<file path="config.mk">
export PLATFORM = sky130hd
export DESIGN_NAME = abw_config_regs
export DESIGN_NICKNAME = d
export VERILOG_FILES = /design/src/core/abw_pkg.sv /design/src/core/abw_area_select.sv /design/src/core/abw_config_regs.sv
export SDC_FILE = /design/constraint.sdc
export NUM_CORES = 1
export LEC_CHECK = 0
export BUFFER_PORTS_ARGS = -buffer_cell sky130_fd_sc_hd__buf_2
export CAP_MARGIN = 20
export CORE_UTILIZATION = 45
export DETAILED_ROUTE_END_ITERATION = 16
export PLACE_DENSITY = 0.76
export REMOVE_ABC_BUFFERS = 1
export SYNTH_ARGS = -nofsm -noshare
export SYNTH_HDL_FRONTEND = slang
export SYNTH_SLANG_ARGS = --single-unit
</file>
<file path="constraint.sdc">
create_clock -name I_CLK -period 3.6 [get_ports I_CLK]
set_clock_uncertainty 0.1 [all_clocks]
set_input_delay 0.36 -clock I_CLK [delete_from_list [all_inputs] [get_ports I_CLK]]
set_output_delay 0.36 -clock I_CLK [all_outputs]
set_load 0.005 [all_outputs]
</file>
<file path="src/core/abw_pkg.sv">
// Package for the per-area bus width and access state configuration block
package abw_pkg;
  // Register byte offsets on the register bus
  localparam logic [7:0] ADDR_WIDTH_SEL = 8'h00;
  localparam logic [7:0] ADDR_STATE_SEL = 8'h04;
  localparam logic [7:0] ADDR_CTRL = 8'h08;
  localparam logic [7:0] ADDR_STATUS = 8'h0c;
  // Reset values
  localparam logic [7:0] WIDTH_RESET_MODE13 = 8'hff;
  localparam logic [7:0] WIDTH_RESET_MODE24 = 8'h00;
  localparam logic [7:0] STATE_RESET = 8'hff;
  localparam logic [7:0] ALL_EIGHT_BIT = 8'hff;
  // Control register field positions
  localparam int CTRL_ADDR24_BIT = 0;
  // Status register field positions
  localparam int STAT_BUS8_BIT = 0;
  localparam int STAT_MODE_LSB = 1;
  localparam int STAT_HWSTBY_BIT = 3;
  // Address mode area sizes as address bit of area index
  localparam int AREA_LSB_1MB = 17;
  localparam int AREA_LSB_16MB = 21;
  // Access states: fixed on-chip value and the two external choices
  localparam logic [1:0] ONCHIP_STATES = 2'h2;
  localparam logic [1:0] TWO_STATES = 2'h2;
  localparam logic [1:0] THREE_STATES = 2'h3;
  // AXI responses
  localparam logic [1:0] RESP_OKAY = 2'h0;
  localparam logic [1:0] RESP_SLVERR = 2'h2;
endpackage

</file>
<file path="src/core/abw_area_select.sv">
// Area decoder: picks width and state bits for the current bus cycle
`timescale 1ns/1ns
`default_nettype none
module abw_area_select #(
  parameter int ADDR_W = 24
) (
  // Access request
  input wire logic [ADDR_W-1:0] i_addr,
  input wire logic i_external,
  input wire logic i_addr24,
  // Configuration
  input wire logic [7:0] i_width_bits,
  input wire logic [7:0] i_state_bits,
  // Decoded attributes
  output logic [2:0] o_area,
  output logic o_eight_bit,
  output logic [1:0] o_states,
  output logic o_wait_honoured
);
  initial
  begin
    if (ADDR_W < abw_pkg::AREA_LSB_16MB + 3)
    begin
      $error("abw_area_select: address too narrow");
    end
  end

  // Area index from upper address bits, size set by the address mode
  always_comb
  begin
    if (i_addr24)
    begin
      o_area = i_addr[abw_pkg::AREA_LSB_16MB +: 3];
    end
    else
    begin
      o_area = i_addr[abw_pkg::AREA_LSB_1MB +: 3];
    end
  end

  // On-chip targets ignore both registers and use fixed width and states
  always_comb
  begin
    if (i_external)
    begin
      o_eight_bit = i_width_bits[o_area];
      o_states = i_state_bits[o_area] ? abw_pkg::THREE_STATES : abw_pkg::TWO_STATES;
    end
    else
    begin
      o_eight_bit = 1'b0;
      o_states = abw_pkg::ONCHIP_STATES;
    end
    o_wait_honoured = i_external && i_state_bits[o_area];
  end
endmodule
`default_nettype wire

</file>
<file path="src/core/abw_config_regs.sv">
// Per-area bus width and access state registers with AXI4-Lite slave
//
// The implementer's own choices: the register offsets and the AXI4-Lite interface to the registers.
`timescale 1ns/1ns
`default_nettype none
module abw_config_regs #(
  parameter int ADDR_W = 24
) (
  // Clock and reset
  input wire logic I_CLK,
  input wire logic I_RESETN,
  // Operating mode and standby
  input wire logic [1:0] I_MODE,
  input wire logic I_HW_STANDBY,
  input wire logic I_SW_STANDBY,
  // AXI4-Lite write address and data
  input wire logic [7:0] I_AWADDR,
  input wire logic I_AWVALID,
  output logic O_AWREADY,
  input wire logic [31:0] I_WDATA,
  input wire logic [3:0] I_WSTRB,
  input wire logic I_WVALID,
  output logic O_WREADY,
  // AXI4-Lite write response
  output logic [1:0] O_BRESP,
  output logic O_BVALID,
  input wire logic I_BREADY,
  // AXI4-Lite read
  input wire logic [7:0] I_ARADDR,
  input wire logic I_ARVALID,
  output logic O_ARREADY,
  output logic [31:0] O_RDATA,
  output logic [1:0] O_RRESP,
  output logic O_RVALID,
  input wire logic I_RREADY,
  // Current bus cycle
  input wire logic [ADDR_W-1:0] I_ACC_ADDR,
  input wire logic I_ACC_EXTERNAL,
  input wire logic I_WAIT_REQ,
  // Decoded bus cycle attributes
  output logic [2:0] O_AREA,
  output logic O_EIGHT_BIT,
  output logic [1:0] O_STATES,
  output logic O_WAIT_STRETCH,
  // Data bus and port configuration
  output logic O_BUS8_MODE,
  output logic O_LOW_BYTE_EN,
  output logic O_PORT4_GPIO,
  output logic [7:0] O_WIDTH_BITS,
  output logic [7:0] O_STATE_BITS
);
  initial
  begin
    if (ADDR_W < abw_pkg::AREA_LSB_16MB + 3)
    begin
      $error("abw_config_regs: address too narrow");
    end
  end

  // All state of the block
  typedef struct packed {
    logic [7:0] area_width_bits;
    logic [7:0] area_state_bits;
    logic addr24;
    logic hw_standby_seen;
    logic init_done;
    logic aw_held;
    logic [7:0] aw_addr;
    logic w_held;
    logic [31:0] w_data;
    logic [3:0] w_strb;
    logic bvalid;
    logic [1:0] bresp;
    logic rvalid;
    logic [1:0] rresp;
    logic [31:0] rdata;
    logic bus8;
  } abw_state_t;

  abw_state_t cur;
  abw_state_t next_cur;

  logic [2:0] area;
  logic eight_bit;
  logic [1:0] states;
  logic wait_ok;

  // Mode-dependent default of the width register
  function automatic logic [7:0] width_default(input logic [1:0] mode);
    // Modes 1 and 3 map to codes 1 and 3 (odd), modes 2 and 4 to 2 and 0
    if (mode[0])
    begin
      return abw_pkg::WIDTH_RESET_MODE13;
    end
    return abw_pkg::WIDTH_RESET_MODE24;
  endfunction

  // Byte-lane merge used for every writable register
  function automatic logic [7:0] lane0(input logic [7:0] old, input logic [31:0] d,
                                       input logic [3:0] s);
    return s[0] ? d[7:0] : old;
  endfunction

  abw_area_select #(
    .ADDR_W(ADDR_W)
  ) u_sel (
    .i_addr(I_ACC_ADDR),
    .i_external(I_ACC_EXTERNAL),
    .i_addr24(cur.addr24),
    .i_width_bits(cur.area_width_bits),
    .i_state_bits(cur.area_state_bits),
    .o_area(area),
    .o_eight_bit(eight_bit),
    .o_states(states),
    .o_wait_honoured(wait_ok)
  );

  // Next-state logic: register init, bus slave and bus mode
  always_comb
  begin
    logic do_write;
    logic [31:0] rd;
    do_write = 1'b0;
    rd = 32'h0;
    next_cur = cur;
    // Mode strap is read once after reset release, since async reset loads constants only
    if (!cur.init_done)
    begin
      next_cur.init_done = 1'b1;
      next_cur.area_width_bits = width_default(I_MODE);
      // 16-Mbyte address modes are codes 3 and 0; codes 1 and 2 are 1-Mbyte modes
      next_cur.addr24 = ~(I_MODE[1] ^ I_MODE[0]);
    end
    // Write address and data taken in either order
    if (I_AWVALID && O_AWREADY)
    begin
      next_cur.aw_held = 1'b1;
      next_cur.aw_addr = I_AWADDR;
    end
    if (I_WVALID && O_WREADY)
    begin
      next_cur.w_held = 1'b1;
      next_cur.w_data = I_WDATA;
      next_cur.w_strb = I_WSTRB;
    end
    if (cur.aw_held && cur.w_held && !cur.bvalid)
    begin
      do_write = 1'b1;
      next_cur.aw_held = 1'b0;
      next_cur.w_held = 1'b0;
      next_cur.bvalid = 1'b1;
      next_cur.bresp = abw_pkg::RESP_OKAY;
      unique case (cur.aw_addr)
        abw_pkg::ADDR_WIDTH_SEL:
        begin
          next_cur.area_width_bits = lane0(cur.area_width_bits, cur.w_data, cur.w_strb);
        end
        abw_pkg::ADDR_STATE_SEL:
        begin
          next_cur.area_state_bits = lane0(cur.area_state_bits, cur.w_data, cur.w_strb);
        end
        abw_pkg::ADDR_CTRL, abw_pkg::ADDR_STATUS:
        begin
          // Control is fixed by the strap and status is read-only; write ignored
        end
        default:
        begin
          next_cur.bresp = abw_pkg::RESP_SLVERR;
        end
      endcase
    end
    if (cur.bvalid && I_BREADY)
    begin
      next_cur.bvalid = 1'b0;
    end
    // Read: one outstanding at a time
    if (I_ARVALID && O_ARREADY)
    begin
      next_cur.rvalid = 1'b1;
      next_cur.rresp = abw_pkg::RESP_OKAY;
      unique case (I_ARADDR)
        abw_pkg::ADDR_WIDTH_SEL:
        begin
          rd[7:0] = cur.area_width_bits;
        end
        abw_pkg::ADDR_STATE_SEL:
        begin
          rd[7:0] = cur.area_state_bits;
        end
        abw_pkg::ADDR_CTRL:
        begin
          rd[abw_pkg::CTRL_ADDR24_BIT] = cur.addr24;
        end
        abw_pkg::ADDR_STATUS:
        begin
          rd[abw_pkg::STAT_BUS8_BIT] = cur.bus8;
          rd[abw_pkg::STAT_MODE_LSB +: 2] = I_MODE;
          rd[abw_pkg::STAT_HWSTBY_BIT] = cur.hw_standby_seen;
        end
        default:
        begin
          next_cur.rresp = abw_pkg::RESP_SLVERR;
        end
      endcase
      next_cur.rdata = rd;
    end
    else if (cur.rvalid && I_RREADY)
    begin
      next_cur.rvalid = 1'b0;
    end
    // Hardware standby reinitialises both registers and overrides any write;
    // software standby below holds contents, except for a bus write completing that cycle
    if (I_HW_STANDBY)
    begin
      next_cur.area_width_bits = width_default(I_MODE);
      next_cur.area_state_bits = abw_pkg::STATE_RESET;
    end
    next_cur.hw_standby_seen = I_HW_STANDBY;
    if (I_SW_STANDBY && !I_HW_STANDBY && !do_write)
    begin
      next_cur.area_width_bits = cur.area_width_bits;
      next_cur.area_state_bits = cur.area_state_bits;
    end
    // Bus mode is registered from the next width value, so it changes on the same edge as the width register
    next_cur.bus8 = (next_cur.area_width_bits == abw_pkg::ALL_EIGHT_BIT);
  end

  // State register; reset loads constants, mode default applied after release
  always_ff @(posedge I_CLK or negedge I_RESETN)
  begin
    if (!I_RESETN)
    begin
      cur <= '0;
      cur.area_width_bits <= abw_pkg::WIDTH_RESET_MODE13;
      cur.area_state_bits <= abw_pkg::STATE_RESET;
      cur.addr24 <= 1'b0;
      cur.bus8 <= 1'b1;
    end
    else
    begin
      cur <= next_cur;
    end
  end

  // Handshake outputs
  assign O_AWREADY = !cur.aw_held && cur.init_done;
  assign O_WREADY = !cur.w_held && cur.init_done;
  assign O_ARREADY = !cur.rvalid && cur.init_done;
  assign O_BVALID = cur.bvalid;
  assign O_BRESP = cur.bresp;
  assign O_RVALID = cur.rvalid;
  assign O_RRESP = cur.rresp;
  assign O_RDATA = cur.rdata;

  // Bus cycle attributes, combinational from the current address
  assign O_AREA = area;
  assign O_EIGHT_BIT = eight_bit;
  assign O_STATES = states;
  assign O_WAIT_STRETCH = wait_ok && I_WAIT_REQ;

  // Data bus and port use from the registered bus mode
  assign O_BUS8_MODE = cur.bus8;
  assign O_LOW_BYTE_EN = !cur.bus8;
  assign O_PORT4_GPIO = cur.bus8;
  assign O_WIDTH_BITS = cur.area_width_bits;
  assign O_STATE_BITS = cur.area_state_bits;
endmodule
`default_nettype wire

</file>
; ---- Word-level counts from Yosys, hierarchy flattened
; Index checks and enable logic that the tools add are counted.
[classes]
magnitude_cmp = 1
n_eq_ne = 7
n_mux = 36
bitwise_logic = 3
reduce_logical = 33
[op_table]
columns = cell, n
row1 = $mux 8, 8
row2 = $mux 16, 3
row3 = $mux 37, 1
row4 = $eq 8x4->1 const B, 4
row5 = $eq 8x3->1 const B, 2
row6 = $logic_not 8->1, 2
row7 = $logic_and 1x1->1, 14
row8 = $reduce_bool 2->1, 7
row9 = $mux 1, 13
row10 = $mux 9, 1
row11 = $pmux 3 s3, 1
row12 = $eq 8x8->1 const B, 1
row13 = $pmux 4 s2, 1
row14 = $reduce_or 4->1, 2
row15 = $logic_not 1->1, 7
row16 = $bmux 1 s3, 2
row17 = $mux 2, 3
row18 = $mux 3, 2
row19 = $lt 3x4->1 const B, 1
row20 = $pmux 1 s4, 1
row21 = $reduce_and 4->1, 1
row22 = $not 1->1, 2
row23 = $xor 1x1->1, 1
[totals]
reg_bits = 80
word_cells = 96

; ---- Logic depth before layout (Yosys ltp)
; Gate-level depths: netlist of run 1.
[depth]
ltp_word = 9
mapped_depth = 7
ltp_nobuf = 6

; ---- Hierarchy
; From an unflattened synthesis of run 1, not the netlist that was laid out.
[hier_totals]
cells_unflattened = 287
hier_area_um2 = 3133.0
[by_module_without_submodules]
columns = mod, n_inst, cells_per_inst, area_each_um2, seq_area_each_um2
row1 = abw_config_regs, 1, 268, 2937.8, 1297.5
row2 = abw_area_select, 1, 19, 195.2, 0.0

; ---- Worst setup path before layout of run 1
; Ideal clock, no wire load.
[synth_path]
kind = register to output
from = reg cur[87] in the netlist's numbering
to = out O_WAIT_STRETCH
arrival_time_ns = 1.546
required_time_ns = 3.140
path_slack_ns = 1.594
stages_incl_launch_ff = 8
path_buffers = 1
path_cell_list = dfrtp_1 > clkbuf_1 > mux2i_4 > mux2i_1 > nand2_1 > nand3_1 > a21boi_1 > and2_1
[synth_between]
elab_chain_len = 5
[synth_lines]
columns = element, line_no
row1 = "start, declared", abw_config_regs.sv:80  ; abw_state_t cur;
row2 = "start signal, assigned", abw_config_regs.sv:241  ; cur <= next_cur;
row3 = $mux 3, abw_area_select.sv:31  ; if (i_addr24)
row4 = $bmux 1 s3, abw_area_select.sv:54  ; o_wait_honoured = i_external && i_state_bits[o_area];
row5 = $mux 1 (not written as such), abw_area_select.sv:54
row6 = $logic_and 1x1->1, abw_area_select.sv:54
row7 = named net u_sel.o_wait_honoured, abw_area_select.sv:18  ; output logic o_wait_honoured
row8 = $logic_and 1x1->1, abw_config_regs.sv:259  ; assign O_WAIT_STRETCH = wait_ok && I_WAIT_REQ;
row9 = "end, declared", abw_config_regs.sv:44  ; output logic O_WAIT_STRETCH,
; The timed path passes the listed nets, and every way through them passes these cells. The select of a mux whose other input is x is not followed.

; ---- Worst setup path in the final report of run 1
[layout_path]
from = reg cur[87] in the netlist's numbering
to = out O_WAIT_STRETCH
[layout_between]
elab_chain_len = 5
[layout_lines]
columns = element, line_no
row1 = $mux 3, abw_area_select.sv:31
row2 = $bmux 1 s3, abw_area_select.sv:54
row3 = $mux 1 (not written as such), abw_area_select.sv:54
row4 = $logic_and 1x1->1, abw_area_select.sv:54
row5 = $logic_and 1x1->1, abw_config_regs.sv:259
; Every way passes these cells. The select of a mux whose other input is x is not followed.

==> results of run 1 <==
==> metrics by stage <==
stage          std cells  cell area (um2)  util, %  hold slack (ns)
2_1_floorplan        266             2740        -          -0.0356
5_1_grt              435             3340     51.4           0.0899
6_report             435             3340     51.4           0.0413
4_1_cts              435             3340     51.4           0.0653
3_3_place_gp         427             3250     50.1            0.357
3_5_place_dp         427             3250     50.1            0.367
==> state kept, by name, indices dropped and copies added, names as in the netlist <==
signal,count
cur,22
O_RDATA,8
O_STATE_BITS,8
O_WIDTH_BITS,8
O_BRESP,1
O_BUS8_MODE,1
O_BVALID,1
O_RRESP,1
O_RVALID,1
==> power breakdown <==
part / switching, uW / leakage (uW) / total (uW) / internal (uW)
Combinational: 187 / 0.000992 / 427 / 240
Sequential: 173 / 0.000596 / 905 / 732
Clock: 188 / 0.0000412 / 324 / 136
Total: 547 / 0.00163 / 1660 / 1110
==> cells in the mapped netlist, types with 2 or more instances <==
cell / instances
sky130_fd_sc_hd__nor2_1: 5
sky130_fd_sc_hd__a211oi_1: 7
sky130_fd_sc_hd__nand3_1: 11
sky130_fd_sc_hd__o21ai_0: 11
sky130_fd_sc_hd__nand2b_1: 8
sky130_fd_sc_hd__buf_6: 3
sky130_fd_sc_hd__nand4_1: 2
sky130_fd_sc_hd__a32o_2: 2
sky130_fd_sc_hd__buf_2: 2
sky130_fd_sc_hd__inv_1: 11
sky130_fd_sc_hd__nor2b_1: 10
sky130_fd_sc_hd__a21boi_0: 2
sky130_fd_sc_hd__buf_4: 55
sky130_fd_sc_hd__o21ai_1: 5
sky130_fd_sc_hd__dfrtp_1: 34
sky130_fd_sc_hd__mux2_2: 17
sky130_fd_sc_hd__a31oi_1: 3
sky130_fd_sc_hd__o31ai_1: 2
sky130_fd_sc_hd__mux2i_1: 21
sky130_fd_sc_hd__a21oi_1: 4
sky130_fd_sc_hd__and3b_1: 2
sky130_fd_sc_hd__nand2_1: 34
sky130_fd_sc_hd__dfstp_2: 17
sky130_fd_sc_hd__and2_1: 2
sky130_fd_sc_hd__clkbuf_1: 4
sky130_fd_sc_hd__a211o_1: 3
sky130_fd_sc_hd__conb_1: 2
sky130_fd_sc_hd__a2111oi_0: 4
==> cell families after synthesis <==
family / count (synthesis) / share of synthesized area, %
buffers and inverters: 76 / 16.6
other: 2 / 0.241
and+or+nand+nor: 84 / 14.9
muxes: 40 / 14.3
DFF: 51 / 41.7
AOI/OAI and AO/OA: 51 / 11.9
xor gates and xnor gates: 1 / 0.281
==> final cells by class <==
class | count | share of cell area (%)
Clock buffer | 6 | 2.17
Inverter | 11 | 1.24
Multi-Input combinational cell | 204 | 41.8
Sequential cell | 51 | 38.9
Timing Repair Buffer | 84 | 12.7
Tap cell | 77 | 2.88
Clock inverter | 2 | 0.375
==> routing by layer <==
| layer | track usage (%) | share of wire [%] |
|---|---|---|
| met1 | 21.9 | 43 |
| met2 | 31.6 | 48 |
| met3 | 4.96 | 7.8 |
| met4 | 5.86 | 1.2 |
| met5 | 0 | 0 |
==> critical path, stage by stage (launching register included) <==
cell	delay [ns]
sky130_fd_sc_hd__dfrtp_1	0.52
sky130_fd_sc_hd__mux2i_4	0.45
sky130_fd_sc_hd__mux2i_1	0.26
sky130_fd_sc_hd__nand2_1	0.07
sky130_fd_sc_hd__nand3_1	0.08
sky130_fd_sc_hd__a21boi_1	0.07
sky130_fd_sc_hd__and2_1	0.15
sky130_fd_sc_hd__buf_2	0.12
==> path summary, 6_finish.rpt <==
check / from / to / slack [ns]
max: cur[87] / O_WAIT_STRETCH / 1.10
min: I_RESETN / cur[87] / 0.04
max reg2reg: cur[85] / O_RDATA[5] / 1.22
min reg2reg: O_RDATA[0] / O_RDATA[0] / 0.38
max in group asynchronous: I_RESETN / cur[45] / 2.66
min in group I_CLK: I_RREADY / O_RVALID / 0.11
==> impl_summary.txt, run 1 <==
----------------------------------------------------
[Placed design]
  Routability congestion estimate ... 0.823
  Detailed placement HPWL ... 4720 um
  Number of I/O port buffers ... 83
  Worst slack after detailed placement ... 1.20 ns

[Yosys]
  Share of flip-flops with an asynchronous set or reset ... 100%
  Yosys top cell area share ... 27.3%
  Number of flip-flops and latches in the synthesized netlist ... 51
  Yosys warning total ... 0
  Post-synth top area cell ... sky130_fd_sc_hd__dfrtp_1
  Synth Flop Type ... sky130_fd_sc_hd__dfrtp_1
  Mean instance size in the synthesized netlist ... 10.2 um2
  Unique cell type count in the Yosys netlist ... 50
  Sequential share of the synthesized area ... 41.7%
  Most area-consuming cells after synthesis ... sky130_fd_sc_hd__dfrtp_1 (27%), sky130_fd_sc_hd__dfstp_2 (14%), sky130_fd_sc_hd__buf_4 (13%), sky130_fd_sc_hd__mux2i_1 (6.8%), sky130_fd_sc_hd__mux2_2 (6.1%)
  Netlist Area Pre-Place ... 3110 um2
  Cells after synthesis ... 305
  Number of enable-type register cells in the synthesized netlist ... 0

[Worst setup path]
  Category of the worst setup path capture point ... output port
  Critical path arrival ... 2.04 ns
  Type of the worst setup path ... reg -> out
  Worst reg-to-reg path cell count ... 5
  Worst EP required ... 3.14 ns
  Worst Path Max Fanout ... 9
  Type of origin of the critical path ... register

[Floorplan]
  Starting Density ... 47.9%
  Vertical die dimension ... 85.2 um
  Standard-cell rows ... 29
  Die outline width ... 85.2 um
  I/O pin count ... 156
  Core Box Area ... 6490 um2
  Die ar. ... 7250 um2

[Clocking]
  Clock buffer count from CTS ... 5
  Max H-tree Level ... 2
  CTS Hold Bufs ... 0
  CTS clock-pin slew for the worst setup and hold paths ... 0.09 ns
  CTS max path bufs ... 2
  Resized Gates After CTS ... 0
  Post CTS Setup Buffer Count ... 0
  Root buffer cell ... sky130_fd_sc_hd__clkbuf_8
  Clock sink count ... 51
  Clock insertion delay at the later pin of the skew report ... 0.31 ns
  CTS tree ... built

[GRT]
  Total congestion overflow after global routing ... 0
  Overall fraction of global-route tracks in use ... 18.2%
  Maximum number of pins on one net before global-route repair ... 37
  Number of antenna violations at the first check in global routing ... 0
  Wire length of the first global-routing pass ... 10400 um
  Via count of the first global-routing pass ... 2194

[Power and ir drop]
  Standby leakage power ... 0.00163 uW
  IR drop worst, VDD ... 0.000325 V
  Sum of internal, switching and leakage power ... 1660 uW
  PwrDens ... 496 nW/um2

[Layout]
  Most common cell after layout, fill and taps aside ... sky130_fd_sc_hd__buf_2
  Area of the multi-input gates ... 1400 um2
  Signed area change from the synthesized netlist to the final layout ... 7.27%
  Reg area ... 1300 um2
  Final Net Count ... 446
  Most frequent cells in the layout ... sky130_fd_sc_hd__buf_2 (83), sky130_fd_sc_hd__dfrtp_1 (34), sky130_fd_sc_hd__nand2_1 (34)
  Inserted Diodes ... 0
  Number of filler instances in the final layout ... 625
  Layout cell share with drive strength beyond 1 ... 38.5%

[Timing]
  Max-slew headroom ... 46.1%
  Shortest clock period the worst path allows after layout ... 2.50 ns
  Worst-margin pin slew ... 0.808 ns
  RSZ-0062 raised after global routing ... false
  Slew Limit Fails ... 0
  Final setup viols ... 0
  Setup TNS Final ... 0 ns
  Final hold vios ... 0
  Final period utilization ... 69.6%
  Fmax ... 399 MHz
  Worst setup margin ... 1.10 ns

[Outcome]
  Result of the run ... finished clean

[Routing]
  Total wirelength of the detailed-routed design ... 6240 um
  Violation count after the first detailed-route iteration ... 109
  WL/cell ... 14.3 um
  DRC Markers ... 0
  Routed Antenna Nets ... 0
  Number of iterations in the first detailed-routing pass ... 4
  Routed vias ... 2242
  Via-to-Cell Ratio ... 5.15

[Job]
  Number of maximum-capacitance violations ... 0

[Worst hold path]
  Worst min-delay path category ... in -> async

----------------------------------------------------
No activity file was read; power rests on OpenSTA's default activity.
==> inputs of run 2 (changes only) <==
==> constraint.sdc (replaced) <==
create_clock -name I_CLK -period 2.4 [get_ports I_CLK]
set_clock_uncertainty 0.1 [all_clocks]
set_input_delay 0.24 -clock I_CLK [delete_from_list [all_inputs] [get_ports I_CLK]]
set_output_delay 0.24 -clock I_CLK [all_outputs]
set_load 0.005 [all_outputs]
==> run 2 against run 1 <==
  * Setup slack lost 0.98 ns
  * Clock power up 62%
  * Core utilization increased by 1.2 points
  * Non-clock buffer count is 8 higher
  * Sequential cell count is the same
  * Cell count is 1.8% higher
  * Register-to-register slack worse by 1.0 ns
  * Highest routed layer unchanged
  * Die area unchanged
  * Sequential power rose by 49%
==> impl_summary.txt, run 2 (synthesized netlist as in run 1, its figures left out) <==
----------------------------------------------------
[Outcome]
  Result of the run ... finished clean

[Timing]
  Final hold vios ... 0 (unchanged)
  RSZ-0062 raised after global routing ... false
  Worst-margin pin slew ... 0.640 ns (-0.168 ns)
  Fmax ... 438 MHz
  Slew Limit Fails ... 0 (unchanged)
  Final period utilization ... 95.2%
  Final setup viols ... 0 (unchanged)
  Setup TNS Final ... 0 ns (unchanged)
  Shortest clock period the worst path allows after layout ... 2.29 ns
  Max-slew headroom ... 57.3% (+11 points)

[Worst setup path]
  List of cells traversed by the critical path ... mux2i_4, mux2i_1, nand2_1, nand3_1, a21boi_1, and2_1, buf_2
  Setup slack of the worst register-to-register path ... 0.20 ns (-1.02 ns)
  Reg-to-Reg End ... O_BUS8_MODE
  Maximum single-stage delay on the critical path ... 0.46 ns (-0.06 ns)
  Category of the worst setup path capture point ... output port
  Worst reg-to-reg path cell count ... 6 (+1)
  Startpoint of the lowest-slack register-to-register path ... O_BVALID
  Worst Path Max Fanout ... 8 (-1)
  Worst setup path endpoint ... O_WAIT_STRETCH
  Critical path arrival ... 1.95 ns (-0.09 ns)
  Type of origin of the critical path ... register
  Slowest stage cell, crit path ... sky130_fd_sc_hd__dfrtp_2
  Worst EP required ... 2.06 ns (-1.08 ns)
  Type of the worst setup path ... reg -> out
  Critical path origin ... cur[87]

[Placed design]
  Routability congestion estimate ... 0.866 (+5.3%)
  Number of I/O port buffers ... 83 (unchanged)
  Detailed placement HPWL ... 4740 um (+0.50%)

[Layout]
  Area of the multi-input gates ... 1400 um2 (+0.27%)
  Most flops, register ... cur
  Inserted Diodes ... 0 (unchanged)
  Number of flip-flops in the largest register ... 22 (unchanged)
  Number of filler instances in the final layout ... 613 (-1.9%)
  Signed area change from the synthesized netlist to the final layout ... 9.85%
  Most common cell after layout, fill and taps aside ... sky130_fd_sc_hd__buf_2
  Final Net Count ... 454 (+1.8%)
  Most frequent cells in the layout ... sky130_fd_sc_hd__buf_2 (83), sky130_fd_sc_hd__nand2_1 (34), sky130_fd_sc_hd__dfrtp_1 (33)
  Reg area ... 1300 um2 (about the same)
  Layout cell share with drive strength beyond 1 ... 39.9% (+1.3 points)

[Routing]
  Routed length on met2 ... 3070 um (+2.9%)
  Routed vias ... 2284 (+1.9%)
  Total wirelength of the detailed-routed design ... 6330 um (+1.5%)
  Highest layer used for signal routing ... met4
  DRC Markers ... 0 (unchanged)
  Met3 WL post-DR ... 543 um (+12%)
  WL/cell ... 14.3 um (-0.31%)
  Number of iterations in the first detailed-routing pass ... 4 (unchanged)
  Via-to-Cell Ratio ... 5.16 (about the same)
  Wire length on met1 ... 2670 um (-1.0%)
  Routed Antenna Nets ... 0 (unchanged)
  Violation count after the first detailed-route iteration ... 108 (-0.92%)

[Clocking]
  CTS max path bufs ... 2 (unchanged)
  Max H-tree Level ... 2 (unchanged)
  CTS tree ... built
  CTS clock-pin slew for the worst setup and hold paths ... 0.10 ns (about the same)
  Clock buffer count from CTS ... 5 (unchanged)
  Root buffer cell ... sky130_fd_sc_hd__clkbuf_8
  Clock insertion delay at the later pin of the skew report ... 0.31 ns (about the same)
  Clock sink count ... 51 (unchanged)

[Floorplan]
  Die ar. ... 7250 um2 (unchanged)
  I/O pin count ... 156 (unchanged)
  Vertical die dimension ... 85.2 um (unchanged)
  Die outline width ... 85.2 um (unchanged)
  Standard-cell rows ... 29 (unchanged)
  Core Box Area ... 6490 um2 (unchanged)
  Starting Density ... 47.9% (unchanged)

[Power and ir drop]
  Standby leakage power ... 0.00167 uW (+2.6%)
  PwrDens ... 742 nW/um2 (+50%)
  Sum of internal, switching and leakage power ... 2540 uW (+53%)
  IR drop worst, VDD ... 0.000575 V (+77%)

[GRT]
  Via count of the first global-routing pass ... 2095 (-4.5%)
  Wire length of the first global-routing pass ... 10200 um (-1.9%)
  Total congestion overflow after global routing ... 0 (unchanged)
  Overall fraction of global-route tracks in use ... 17.9% (-0.34 points)
  Number of antenna violations at the first check in global routing ... 0 (unchanged)
  Maximum number of pins on one net before global-route repair ... 52 (+41%)

[Worst hold path]
  Worst min-delay path category ... in -> reg

[Job]
  Number of maximum-capacitance violations ... 0 (unchanged)

----------------------------------------------------
## run 2: critical path, delay by kind of cell, from the launching register on
kind                   cells  cell delay [ns]
AO/OA/AOI/OAI              1             0.07
flip-flops                 1             0.46
AND/OR/NAND/NOR            3             0.30
buffers and inverters      1             0.12
multiplexers               2             0.67
## run 2: stage by stage
step           util, %  instances  hold slack (ns)  instance area, um2  setup WS (ns)
2_1_floorplan        -        266           -0.156                2740          0.343
3_3_place_gp      50.7        432            0.291                3290          0.314
3_5_place_dp      50.7        432            0.300                3290          0.221
4_1_cts           52.5        442           0.0225                3410        0.00542
5_1_grt           52.6        443           0.0437                3420        0.00233
6_report          52.6        443           0.0158                3420          0.115
## run 2: area by class of cell
cell class	count	area share, %
inverter	11	1.21
timing repair buffer	92	14.3
clock buffer	7	2.52
multi-input combinational	204	40.9
sequential	51	38.0
clock inverter	1	0.256
tap	77	2.82
## run 2: report_power, final
| group | leakage, uW | total [uW] | switching [uW] | internal (uW) |
|---|---|---|---|---|
| Sequential | 0.000595 | 1350 | 256 | 1100 |
| Clock | 0.0000484 | 525 | 288 | 237 |
| Combinational | 0.00103 | 660 | 289 | 371 |
| Total | 0.00167 | 2540 | 833 | 1710 |
## run 2: worst min path at each step
stage	startpoint	end	slack, ns	cells after the start
detailed placement	I_RESETN	cur[83]	0.30	2
finish	I_BREADY	O_BVALID	0.02	2
floorplan	I_RESETN	O_BRESP[1]	-0.16	0
CTS	I_BREADY	O_BVALID	0.02	2
global route	I_AWADDR[0]	cur[76]	0.04	2
global placement	I_RESETN	cur[39]	0.29	2
## run 2: timing repair
item | 4_1_cts | 5_1_grt
setup endpoints to repair | 0 | 2
endpoints found under the hold margin | 35 | 0
resized for setup | 0 | 2
hold buffers | 2 | 0
setup buffers | 0 | 1
## run 2: layer usage
| layer | track usage [%] | vias to the layer above |
|---|---|---|
| li1 | - | 1095 |
| met1 | 22.5 | 1075 |
| met2 | 30.2 | 108 |
| met3 | 4.86 | 6 |
| met4 | 5.08 | 0 |
| met5 | 0 | - |
